[config.mk]
export PLATFORM = sky130hd
export DESIGN_NAME = oscdc_top
export DESIGN_NICKNAME = d
export VERILOG_FILES = /design/src/inc/oscdc_pkg.sv /design/src/rtl/oscdc_top.sv /design/src/rtl/oscdc_stable_wait.sv
export SDC_FILE = /design/constraint.sdc
export NUM_CORES = 1
export LEC_CHECK = 0
export BUFFER_PORTS_ARGS = -buffer_cell sky130_fd_sc_hd__buf_4
export CAP_MARGIN = 20
export CORE_AREA = 2 2 130 82
export CTS_CLUSTER_SIZE = 12
export DETAILED_ROUTE_END_ITERATION = 6
export DIE_AREA = 0 0 132 84
export PLACE_DENSITY = 0.51
export SETUP_SLACK_MARGIN = 0.5
export SLEW_MARGIN = 20
export SYNTH_ARGS = -nofsm -noshare
export SYNTH_HDL_FRONTEND = slang
export SYNTH_HIERARCHICAL = 1
export SYNTH_SLANG_ARGS = --single-unit
export TNS_END_PERCENT = 50
[constraint.sdc]
create_clock -name clk -period 3.7 [get_ports clk]
set_input_delay 0.74 -clock clk [delete_from_list [all_inputs] [get_ports clk]]
set_output_delay 0.74 -clock clk [all_outputs]
set_load 0.01 [all_outputs]
[src/inc/oscdc_pkg.sv]
// package for the oscillator select and divider control block
// Operation
// - switch requests act only when upper switch/monitor config bit is zero
// - fail-safe monitor active only when both switch/monitor bits are zero
// - source codes: 111 div rc, 110 reserved, 101 low_power_internal_rc, 100 secondary_oscillator, 011/010 primary, 001/000 rc
// - current-source field reads active source; next-source resets to initial config
// - unprogrammed device starts on divided fast rc, code 111
// - code 011 is primary with pll, 010 primary; submode from primary mode config (primary_mode_config is not used by this block)
// - writing one to switch request starts switch; hardware clears it when done
// - selection lock freezes source and pll choices; software may only set it
// - with monitor disabled, selections are never locked
// - pin map lock changes only after unlock; one-way config keeps it set
// - pll lock reads one when locked or start-up timer expired, else zero
// - pll lock forced to zero on a valid switch or a non-pll mode
// - clock-fail flag set by monitor detection; software clears only; resets zero
// - primary sleep enable keeps primary oscillator running in sleep
// - secondary oscillator enable turns the 32 kHz oscillator on or off
// - recover on interrupt makes any interrupt clear doze enable
// - doze ratio field selects cpu to peripheral ratio 1:2^code
// - doze enable off forces ratio 1:1
// - rc postscaler divides 8 MHz by 1..64 or 256; reset code 001
// - pll branch postscaler divides 32 MHz by 1, 2, 4 or 8
// - pll enable turns pll on; resets to zero
// - instruction clock is processor clock divided by two; rc nominal 8 MHz
package oscdc_pkg;
   localparam logic [1:0] OSCDC_ADDR_CTRL = 2'h0;
   localparam logic [1:0] OSCDC_ADDR_DIV = 2'h1;
   localparam logic [2:0] OSCDC_SRC_FRC = 3'h0;
   localparam logic [2:0] OSCDC_SRC_FAST_RC_WITH_PLL_MODE = 3'h1;
   localparam logic [2:0] OSCDC_SRC_PRI = 3'h2;
   localparam logic [2:0] OSCDC_SRC_PRIPLL = 3'h3;
   localparam logic [2:0] OSCDC_SRC_SECONDARY_OSCILLATOR = 3'h4;
   localparam logic [2:0] OSCDC_SRC_LOW_POWER_INTERNAL_RC = 3'h5;
   localparam logic [2:0] OSCDC_SRC_RSVD = 3'h6;
   localparam logic [2:0] OSCDC_SRC_DIVIDED_FAST_RC_MODE = 3'h7;
   localparam logic [1:0] OSCDC_PMODE_EC = 2'h0;
   localparam logic [1:0] OSCDC_PMODE_XT = 2'h1;
   localparam logic [1:0] OSCDC_PMODE_HS = 2'h2;
   localparam logic [1:0] OSCDC_PMODE_OFF = 2'h3;
   localparam logic [2:0] OSCDC_RC_POSTSCALER_FIELD_RST = 3'h1;
   localparam int OSCDC_CLK_HZ = 20000000;
   localparam int OSCDC_PLL_START_US = 2;
   localparam int OSCDC_PLL_START_CYC = (OSCDC_CLK_HZ / 1000000) * OSCDC_PLL_START_US;
   localparam logic [7:0] OSCDC_PLL_START_CNT = OSCDC_PLL_START_CYC[7:0];
   localparam logic [3:0] OSCDC_SW_SETTLE_CNT = 4'h8;
   // ctrl word bit positions
   localparam int OSCDC_B_CURRENT_SOURCE_FIELD = 12;
   localparam int OSCDC_B_NEXT_SOURCE_FIELD = 8;
   localparam int OSCDC_B_SLOCK = 7;
   localparam int OSCDC_B_PLOCK = 6;
   localparam int OSCDC_B_LOCK = 5;
   localparam int OSCDC_B_CF = 3;
   localparam int OSCDC_B_PSLP = 2;
   localparam int OSCDC_B_SECONDARY_OSCILLATOR = 1;
   localparam int OSCDC_B_SWREQ = 0;
   // divider word bit positions
   localparam int OSCDC_B_ROI = 15;
   localparam int OSCDC_B_DOZE = 12;
   localparam int OSCDC_B_DOZE_ENABLE = 11;
   localparam int OSCDC_B_RC_POSTSCALER_FIELD = 8;
   localparam int OSCDC_B_PLL_BRANCH_POSTSCALER = 6;
   localparam int OSCDC_B_PLL_ENABLE = 5;
   typedef enum logic [1:0] {
      OSCDC_SW_IDLE = 2'b00,
      OSCDC_SW_WAIT = 2'b01,
      OSCDC_SW_DONE = 2'b10
   } oscdc_sw_t;
   typedef struct packed {
      logic [1:0] switch_monitor_config;
      logic [1:0] primary_mode_config;
      logic [2:0] initial_source_config;
      logic pin_map_one_way_config;
   } oscdc_cfg_t;
   typedef struct packed {
      logic [1:0] addr;
      logic [15:0] wdata;
      logic wr;
      logic rd;
   } oscdc_bus_t;
   typedef struct packed {
      logic [8:0] pri_div;
      logic [8:0] rc_div;
      logic [3:0] pll_div;
      logic [7:0] doze_div;
   } oscdc_clk_t;
endpackage

[src/rtl/oscdc_top.sv]
// oscillator select and divider control: registers, switch sequencing, clock rate outputs
`timescale 1ns/1ns
`default_nettype none
module oscdc_top
   import oscdc_pkg::*;
(
   input wire logic clk,
   input wire logic resetn,
   input wire oscdc_cfg_t cfg,
   input wire oscdc_bus_t bus,
   output logic [15:0] rdata,
   input wire logic pin_map_unlock,
   input wire logic [7:0] src_ready,
   input wire logic pll_locked,
   input wire logic clock_failure,
   input wire logic interrupt_event,
   input wire logic sleep_mode,
   output logic [2:0] sys_source,
   output logic pll_on,
   output logic primary_osc_run,
   output logic secondary_osc_run,
   output logic failsafe_clock_monitor,
   output logic pin_map_lock,
   output oscdc_clk_t clk_div
);
   typedef struct packed {
      logic [2:0] cur_src;
      logic [2:0] nxt_src;
      logic swreq;
      logic sel_lock;
      logic pm_lock;
      logic lock;
      logic cf;
      logic pslp;
      logic secondary_oscillator_en;
      logic recover_on_interrupt;
      logic [2:0] doze;
      logic doze_enable;
      logic [2:0] rc_postscaler_field;
      logic [1:0] pll_branch_postscaler;
      logic pll_enable;
      logic [7:0] pll_cnt;
      oscdc_sw_t sw;
      logic strap_done;
      logic [15:0] rdata;
   } oscdc_state_t;

   oscdc_state_t s_reg, s_next;
   logic switch_allowed;
   logic locked_sel;
   logic sw_stable;
   logic sw_start;
   logic [15:0] ctrl_word;
   logic [15:0] div_word;
   logic pll_in_use;
   logic ctrl_wr_hit;
   logic div_wr_hit;

   function automatic logic src_uses_pll(input logic [2:0] src);
      return (src == OSCDC_SRC_FAST_RC_WITH_PLL_MODE) || (src == OSCDC_SRC_PRIPLL);
   endfunction

   function automatic logic [8:0] pow2(input logic [2:0] code);
      return 9'h001 << code;
   endfunction

   assign switch_allowed = !cfg.switch_monitor_config[1];
   assign failsafe_clock_monitor = (cfg.switch_monitor_config == 2'b00);
   // lock only bites while the monitor configuration permits it
   assign locked_sel = s_reg.sel_lock && failsafe_clock_monitor;
   assign sw_start = (s_reg.sw == OSCDC_SW_IDLE) && s_reg.swreq && s_reg.strap_done
      && (s_reg.nxt_src != OSCDC_SRC_RSVD);
   // the pll only counts as running when enabled and the active source routes through it
   assign pll_in_use = s_reg.pll_enable && src_uses_pll(s_reg.cur_src);
   assign ctrl_wr_hit = bus.wr && (bus.addr == OSCDC_ADDR_CTRL);
   assign div_wr_hit = bus.wr && (bus.addr == OSCDC_ADDR_DIV);

   oscdc_stable_wait u_wait (
      .clk(clk),
      .resetn(resetn),
      .start(sw_start),
      .src_ready(src_ready[s_reg.nxt_src]),
      .stable(sw_stable)
   );

   always_comb begin
      ctrl_word = '0;
      ctrl_word[OSCDC_B_CURRENT_SOURCE_FIELD +: 3] = s_reg.cur_src;
      ctrl_word[OSCDC_B_NEXT_SOURCE_FIELD +: 3] = s_reg.nxt_src;
      ctrl_word[OSCDC_B_SLOCK] = s_reg.sel_lock;
      ctrl_word[OSCDC_B_PLOCK] = s_reg.pm_lock;
      ctrl_word[OSCDC_B_LOCK] = s_reg.lock;
      ctrl_word[OSCDC_B_CF] = s_reg.cf;
      ctrl_word[OSCDC_B_PSLP] = s_reg.pslp;
      ctrl_word[OSCDC_B_SECONDARY_OSCILLATOR] = s_reg.secondary_oscillator_en;
      ctrl_word[OSCDC_B_SWREQ] = s_reg.swreq;
      div_word = '0;
      div_word[OSCDC_B_ROI] = s_reg.recover_on_interrupt;
      div_word[OSCDC_B_DOZE +: 3] = s_reg.doze;
      div_word[OSCDC_B_DOZE_ENABLE] = s_reg.doze_enable;
      div_word[OSCDC_B_RC_POSTSCALER_FIELD +: 3] = s_reg.rc_postscaler_field;
      div_word[OSCDC_B_PLL_BRANCH_POSTSCALER +: 2] = s_reg.pll_branch_postscaler;
      div_word[OSCDC_B_PLL_ENABLE] = s_reg.pll_enable;
   end

   always_comb begin
      logic wr_ctrl;
      logic wr_div;
      logic pll_active;
      wr_ctrl = bus.wr && (bus.addr == OSCDC_ADDR_CTRL);
      wr_div = bus.wr && (bus.addr == OSCDC_ADDR_DIV);
      pll_active = 1'b0;
      s_next = s_reg;
      // configuration straps are taken on the first clock after reset release
      if (!s_reg.strap_done) begin
         s_next.strap_done = 1'b1;
         s_next.cur_src = cfg.initial_source_config;
         s_next.nxt_src = cfg.initial_source_config;
      end
      s_next.rdata = '0;
      if (bus.rd) begin
         case (bus.addr)
            OSCDC_ADDR_CTRL: s_next.rdata = ctrl_word;
            OSCDC_ADDR_DIV: s_next.rdata = div_word;
            default: s_next.rdata = '0;
         endcase
      end
      if (wr_ctrl) begin
         if (!locked_sel) begin
            s_next.nxt_src = bus.wdata[OSCDC_B_NEXT_SOURCE_FIELD +: 3];
            if (bus.wdata[OSCDC_B_SWREQ] && switch_allowed) begin
               s_next.swreq = 1'b1;
            end
         end
         if (bus.wdata[OSCDC_B_SLOCK]) begin
            s_next.sel_lock = 1'b1;
         end
         if (pin_map_unlock && !(s_reg.pm_lock && cfg.pin_map_one_way_config)) begin
            s_next.pm_lock = bus.wdata[OSCDC_B_PLOCK];
         end
         if (!bus.wdata[OSCDC_B_CF]) begin
            s_next.cf = 1'b0;
         end
         s_next.pslp = bus.wdata[OSCDC_B_PSLP];
         s_next.secondary_oscillator_en = bus.wdata[OSCDC_B_SECONDARY_OSCILLATOR];
      end
      if (wr_div) begin
         s_next.recover_on_interrupt = bus.wdata[OSCDC_B_ROI];
         s_next.doze = bus.wdata[OSCDC_B_DOZE +: 3];
         s_next.doze_enable = bus.wdata[OSCDC_B_DOZE_ENABLE];
         s_next.rc_postscaler_field = bus.wdata[OSCDC_B_RC_POSTSCALER_FIELD +: 3];
         // software keeps pll_branch_postscaler low while usb runs; hardware takes it as written
         s_next.pll_branch_postscaler = bus.wdata[OSCDC_B_PLL_BRANCH_POSTSCALER +: 2];
         if (!locked_sel) begin
            s_next.pll_enable = bus.wdata[OSCDC_B_PLL_ENABLE];
         end
      end
      // interrupt recovery wins over a same-cycle write of doze enable
      if (s_reg.recover_on_interrupt && interrupt_event) begin
         s_next.doze_enable = 1'b0;
      end
      if (failsafe_clock_monitor && clock_failure) begin
         s_next.cf = 1'b1;
      end
      // a reserved target simply drops the request
      if (s_reg.sw == OSCDC_SW_IDLE && s_reg.swreq && s_reg.nxt_src == OSCDC_SRC_RSVD) begin
         s_next.swreq = 1'b0;
      end
      case (s_reg.sw)
         OSCDC_SW_IDLE: begin
            if (sw_start) begin
               s_next.sw = OSCDC_SW_WAIT;
            end
         end
         OSCDC_SW_WAIT: begin
            if (sw_stable) begin
               s_next.cur_src = s_reg.nxt_src;
               s_next.sw = OSCDC_SW_DONE;
            end
         end
         OSCDC_SW_DONE: begin
            s_next.swreq = 1'b0;
            s_next.sw = OSCDC_SW_IDLE;
         end
         default: s_next.sw = OSCDC_SW_IDLE;
      endcase
      pll_active = pll_in_use;
      if (!pll_active || sw_start || s_reg.sw != OSCDC_SW_IDLE) begin
         s_next.lock = 1'b0;
         s_next.pll_cnt = OSCDC_PLL_START_CNT;
      end else if (s_reg.pll_cnt != 8'h00) begin
         s_next.pll_cnt = s_reg.pll_cnt - 8'h01;
         s_next.lock = pll_locked;
      end else begin
         s_next.lock = 1'b1;
      end
   end

   always_ff @(posedge clk or negedge resetn) begin
      if (!resetn) begin
         s_reg <= '0;
         s_reg.cur_src <= OSCDC_SRC_DIVIDED_FAST_RC_MODE;
         s_reg.nxt_src <= OSCDC_SRC_DIVIDED_FAST_RC_MODE;
         s_reg.rc_postscaler_field <= OSCDC_RC_POSTSCALER_FIELD_RST;
         s_reg.sw <= OSCDC_SW_IDLE;
      end else begin
         s_reg <= s_next;
      end
   end

   assign rdata = s_reg.rdata;
   assign sys_source = s_reg.cur_src;
   assign pll_on = s_reg.pll_enable;
   assign primary_osc_run = !sleep_mode || s_reg.pslp;
   assign secondary_osc_run = s_reg.secondary_oscillator_en;
   assign pin_map_lock = s_reg.pm_lock;

   // division ratios seen by the clock generator; instruction clock halves the primary path
   always_comb begin
      clk_div.pri_div = 9'h002;
      clk_div.rc_div = (s_reg.rc_postscaler_field == 3'h7) ? 9'h100 : pow2(s_reg.rc_postscaler_field);
      clk_div.pll_div = 4'h1 << s_reg.pll_branch_postscaler;
      clk_div.doze_div = s_reg.doze_enable ? 8'(pow2(s_reg.doze)) : 8'h01;
   end
endmodule
`default_nettype wire

[src/rtl/oscdc_stable_wait.sv]
// settle counter that reports when a newly selected source is stable
`timescale 1ns/1ns
`default_nettype none
module oscdc_stable_wait
   import oscdc_pkg::*;
(
   input wire logic clk,
   input wire logic resetn,
   input wire logic start,
   input wire logic src_ready,
   output logic stable
);
   typedef struct packed {
      logic [3:0] cnt;
      logic run;
      logic stable;
   } oscdc_sw_state_t;
   oscdc_sw_state_t st_reg, st_next;
   always_comb begin
      st_next = st_reg;
      st_next.stable = 1'b0;
      if (start) begin
         st_next.run = 1'b1;
         st_next.cnt = OSCDC_SW_SETTLE_CNT;
      end else if (st_reg.run) begin
         // count only while the source reports running; a dropout restarts the wait
         if (!src_ready) begin
            st_next.cnt = OSCDC_SW_SETTLE_CNT;
         end else if (st_reg.cnt == 4'h1) begin
            st_next.run = 1'b0;
            st_next.stable = 1'b1;
         end else begin
            st_next.cnt = st_reg.cnt - 4'h1;
         end
      end
   end
   always_ff @(posedge clk or negedge resetn) begin
      if (!resetn) begin
         st_reg <= '0;
      end else begin
         st_reg <= st_next;
      end
   end
   assign stable = st_reg.stable;
endmodule
`default_nettype wire

After elaboration in Yosys (flattened, before gate mapping)
Cells that the tools add are included.
Storage, ports and cells
  bits in registers: 57
  input bits: 43
  output and inout port bits: 54
Operators by class
  bitwise operators: 1
  add/subtract/negate cells: 2
  $lt $le $gt $ge: 1
  shift-type cells: 3
  mux-type cells: 36
  reductions and logical operators: 39
  equal/unequal tests: 14
Operators with widths (count)
  $pmux 16 s2: 1
  $mux 8: 3
  $mux 6: 3
  $mux 16: 1
  $logic_and 1x1->1: 13
  $mux 1: 13
  $mux 4: 3
  $reduce_and 2->1: 6
  $reduce_bool 2->1: 5
  $mux 3: 3
  $mux 9: 1
  $shl 1x3->9 const A: 1
  $mux 2: 4
  $reduce_bool 8->1: 1
  $shl 1x3->8 const A: 1
  $sub 8x1->8 const B: 1
  $mux 7: 1
  $eq 3x3->1 const B: 2
  $logic_not 2->1: 3
  $ne 3x3->1 const B: 2
  $reduce_bool 3->1: 2
  $mux 5: 1
  $eq 2x1->1 const B: 2
  $eq 4x1->1 const B: 1
  15 further kinds: 22

Depth between registers and ports, before layout
  depth in word-level cells: 7
  depth in mapped cells: 6
  gate-level depth less buffers: 5

Cells and area by module
The synthesis kept the hierarchy.
By module, submodules not included
  oscdc_top: times used 1, sequential area each 1260.0 µm², area an instance 2571.2 µm², cells an instance 242
  oscdc_stable_wait: times used 1, sequential area each 150.1 µm², area an instance 330.3 µm², cells an instance 36

Least setup slack after synthesis
No wires, ideal clock.
  kind: input to register
  from: input port src_ready[7]
  to: register u_wait/st_reg[2] (netlist bit)
  library setup time: 0.120 ns
  path buffers: 0
  arrival: 1.880 ns
  stages on the path: 5
  slack: 1.700 ns
  cell sequence: mux4_2 > mux2_2 > inv_2 > o21ai_0 > a31o_2
On the way
  word-level cells in the longest chain between the ends: 5
  elaborated cells between the ends (all ways): 7
  those cells by class: eq/ne (1); mux (5); reduce/logical (1)
Ends and longest elaborated chain
  start: declaration: RTL line oscdc_top.sv:13  | input wire logic [7:0] src_ready,
  $bmux 1 s3 *: RTL line oscdc_top.sv:82  | .src_ready(src_ready[s_reg.nxt_src]),
  $mux 1 (not written as such) *: RTL line oscdc_top.sv:82
  $mux 4: RTL line oscdc_stable_wait.sv:27  | if (!src_ready) begin
  $mux 6: RTL line oscdc_stable_wait.sv:25  | end else if (st_reg.run) begin
  $mux 5: RTL line oscdc_stable_wait.sv:22  | if (start) begin
  end signal: assignment: RTL line oscdc_stable_wait.sv:41  | st_reg <= st_next;
  end: declaration: RTL line oscdc_stable_wait.sv:18  | oscdc_sw_state_t st_reg, st_next;
Mark *: on every way between the ends. The rest lies on a longest branch, timed or not. The select of a mux whose other input is x is not followed.
A chain may end at the register's enable or synchronous reset.

Worst setup path after layout
  from: register s_reg[19] (netlist bit)
  to: register s_reg[22] (netlist bit)
On the way
  word-level cells in the longest chain between the ends: 3
  elaborated cells between the ends (all ways): 5
  those cells by class: add/sub (1); mux (2); reduce/logical (2)
Ends and longest elaborated chain
  start: declaration: RTL line oscdc_top.sv:48  | oscdc_state_t s_reg, s_next;
  start signal: assignment: RTL line oscdc_top.sv:207  | s_reg <= s_next;
  $sub 8x1->8: RTL line oscdc_top.sv:192  | s_next.pll_cnt = s_reg.pll_cnt - 8'h01;
  $mux 8: RTL line oscdc_top.sv:191  | end else if (s_reg.pll_cnt != 8'h00) begin
  $mux 8: RTL line oscdc_top.sv:188  | if (!pll_active || sw_start || s_reg.sw != OSCDC_SW_IDLE) begin
Parallel ways exist; a longest one is shown, timed or not. The select of a mux whose other input is x is not followed.

==> out/metrics.cfg <==
[clock_tree]
cts_hold_buf = 0
clk_latency_ns = 0.29
root_buffer = clkbuf_16
ctsResizeCount = 0
clkSinkCount = 56
cts.clk_slew.worst_paths_ns = 0.08
clockBufferDepth = 2
cts_max_level = 2
cts_tree = done
post_cts_buffers = 0
numCtsBuffers = 5

[global_routing]
grt_pass1_vias = 1997
grt_max_degree = 57
grt_usage_pct = 12.0
grt_first_pass_wirelength_um = 10700
antenna_found_initial = 0
overflow = 0

[logic_synthesis]
syn_area_um2 = 2900
synth-seq-area-share_pct = 48.6
syn_inst = 278
synth-edff-count = 0
yosys_warnings = 6
ys_seq_elements = 56
avgSynthCellArea_um2 = 10.4
synthFlopType = dfrtp_1
ys_types = 48
async_flop_share_pct = 100

[layout]
antenna_cells = 0
final_cell_mix = buf_4, dfrtp_1, nor2_1, nand2_1, mux2_2
final_common_cell = buf_4
nets = 387
drive_gt1_share_pct = 36.0
final_cells = 481
final_area_um2 = 3640
syn_to_final_growth_pct = 25.6
largest_register_ffs = 15

[min_path]
min_path_type = reg2reg

[critical_path]
worstPathArrival_ns = 2.28
r2r_setup_slack_ns = 1.60
r2r_start = s_reg[19]
path_max_fanout = 8
startpoint_type = register
cp-endpoint = s_reg[22]
crit_chain = inv_1, ha_1, or4b_1, or2_1, a221o_1
reg2regPathDepth = 5
r2r-end = s_reg[22]
cp-end-kind = register
crit_slowest_cell = or4b_1
criticalPathCategory = reg2reg
cp.required_ns = 3.88
max_stage_delay_ns = 0.60
crit_start = s_reg[19]

[timing]
drv_slew = 0
clock.fmax_mhz = 476
hold_viol_final = 0
fin_skew_ns = 0.0101
rsz0062_at_grt = no
whs_ns = 0.460
worstMarginPinSlew_ns = 0.763
period_needed_ns = 2.10
setup_tns_ns = 0
maxSlewHeadroom_pct = 48.9
setup_viol = 0
finalCritPeriodShare_pct = 56.8

[place]
gp_congestion = 0.743
place_inst = 473
placed_area_um2 = 3490
io_buffers = 82
hpwl_um = 4830

[route]
final_antenna_net_count = 0
via_per_inst = 4.47
drc = 0
routed_wirelength_um = 6440
wl_per_cell_um = 13.4
drt-pass1-iter-count = 4
dr.first_iter.drc_count = 99
num_vias = 2151

[floorplanning]
core-area_um2 = 10100
rows = 29
fp.dieW_um = 132
start_util_pct = 28.9
io_pins = 97
die-area_um2 = 11100
dieHeight_um = 84

[status]
outcome = completed

[power]
ir_drop_uv = 183
powerDensity_nw_per_um2 = 484
p_leak_uw = 0.00172

[run]
cap_violations = 0

-- final cells by class --
| class | count | area (µm²) |
|---|---|---|
| fillers | 1018 | 6410 |
| clock buffers | 6 | 139 |
| repair buffers | 84 | 631 |
| well taps | 139 | 174 |
| clock inverters | 2 | 13.8 |
| inverters | 11 | 41.3 |
| multi-input cells | 183 | 1230 |
| flip-flops and latches | 56 | 1410 |
-- cell usage after synthesis, types with 2 or more instances --
cell type,n,area (µm²)
buf_4,29,218
nand4b_1,2,17.5
inv_2,2,7.51
mux2_2,17,191
a21oi_1,14,70.1
o21a_1,2,15.0
and3_1,3,18.8
nor2b_1,5,31.3
or4b_1,2,20.0
ha_1,3,37.5
nor4_1,3,18.8
clkbuf_1,7,26.3
dfstp_2,7,184
mux4_2,2,45.0
nand2_1,18,67.6
or3b_1,2,17.5
dfrtp_1,49,1230
a221o_1,2,20.0
and2_1,5,31.3
mux2i_1,13,130
o21ai_0,5,25.0
nand2b_1,8,50.1
nor3b_1,5,37.5
or4_1,3,22.5
nor3_1,9,45.0
nand3b_1,3,22.5
or3_1,3,18.8
a31o_2,2,17.5
conb_1,2,7.51
nor2_1,24,90.1
inv_1,9,33.8
and3b_1,2,17.5
-- worst min path at each step --
stage / startpoint / end / cells after the start
floorplan: div_word[15] / div_word[11] / 1
global placement: div_word[15] / div_word[11] / 1
detailed placement: ctrl_word[3] / rdata[3] / 1
CTS: ctrl_word[3] / rdata[3] / 1
global route: ctrl_word[3] / rdata[3] / 1
finish: ctrl_word[3] / rdata[3] / 1
-- power breakdown --
group	total, µW	switching [µW]	leakage, µW	internal, µW
Combinational	442	200	0.000952	241
Sequential	827	113	0.000691	714
Clock	494	223	0.0000772	271
Total	1760	536	0.00172	1230
-- routing by layer --
metal	wire length [µm]	track usage, %	up-vias	part of all wire (%)
met5	0	0	-	0
li1	-	-	1051	-
met4	48	3.56	0	0.75
met1	3240	17.6	1041	50
met2	2810	17.2	55	44
met3	344	3.22	4	5.3
-- worst max-delay path: cells and delay by family, from the launching register on --
| kind | cells | cell delay [ns] |
|---|---|---|
| and+or+nand+nor | 2 | 0.94 |
| DFF | 1 | 0.43 |
| AOI/OAI and AO/OA | 1 | 0.33 |
| adders and majority gates | 1 | 0.21 |
| buffers and inverters | 1 | 0.08 |
-- stage by stage --
| stage | util, % | worst slack, ns | total power (µW) |
|---|---|---|---|
| floorplan | - | 1.70 | 1120 |
| global placement | 34.7 | 1.42 | 1280 |
| detailed placement | 34.7 | 1.42 | 1290 |
| CTS | 36.3 | 1.61 | 1790 |
| global route | 36.3 | 1.49 | 1880 |
| finish | 36.3 | 1.60 | 1760 |
-- cell families (layout without fill, tap and decap cells) --
family / Yosys count / after routing / synth area share [%]
simple gates: 100 / 100 / 18.8
other cells: 2 / 12 / 0.259
mux: 32 / 32 / 12.6
buf+inv: 49 / 103 / 10.1
fa+ha+maj: 3 / 3 / 1.29
compound gates: 36 / 36 / 8.24
flops: 56 / 56 / 48.6
(Power assumes the default switching activity.)
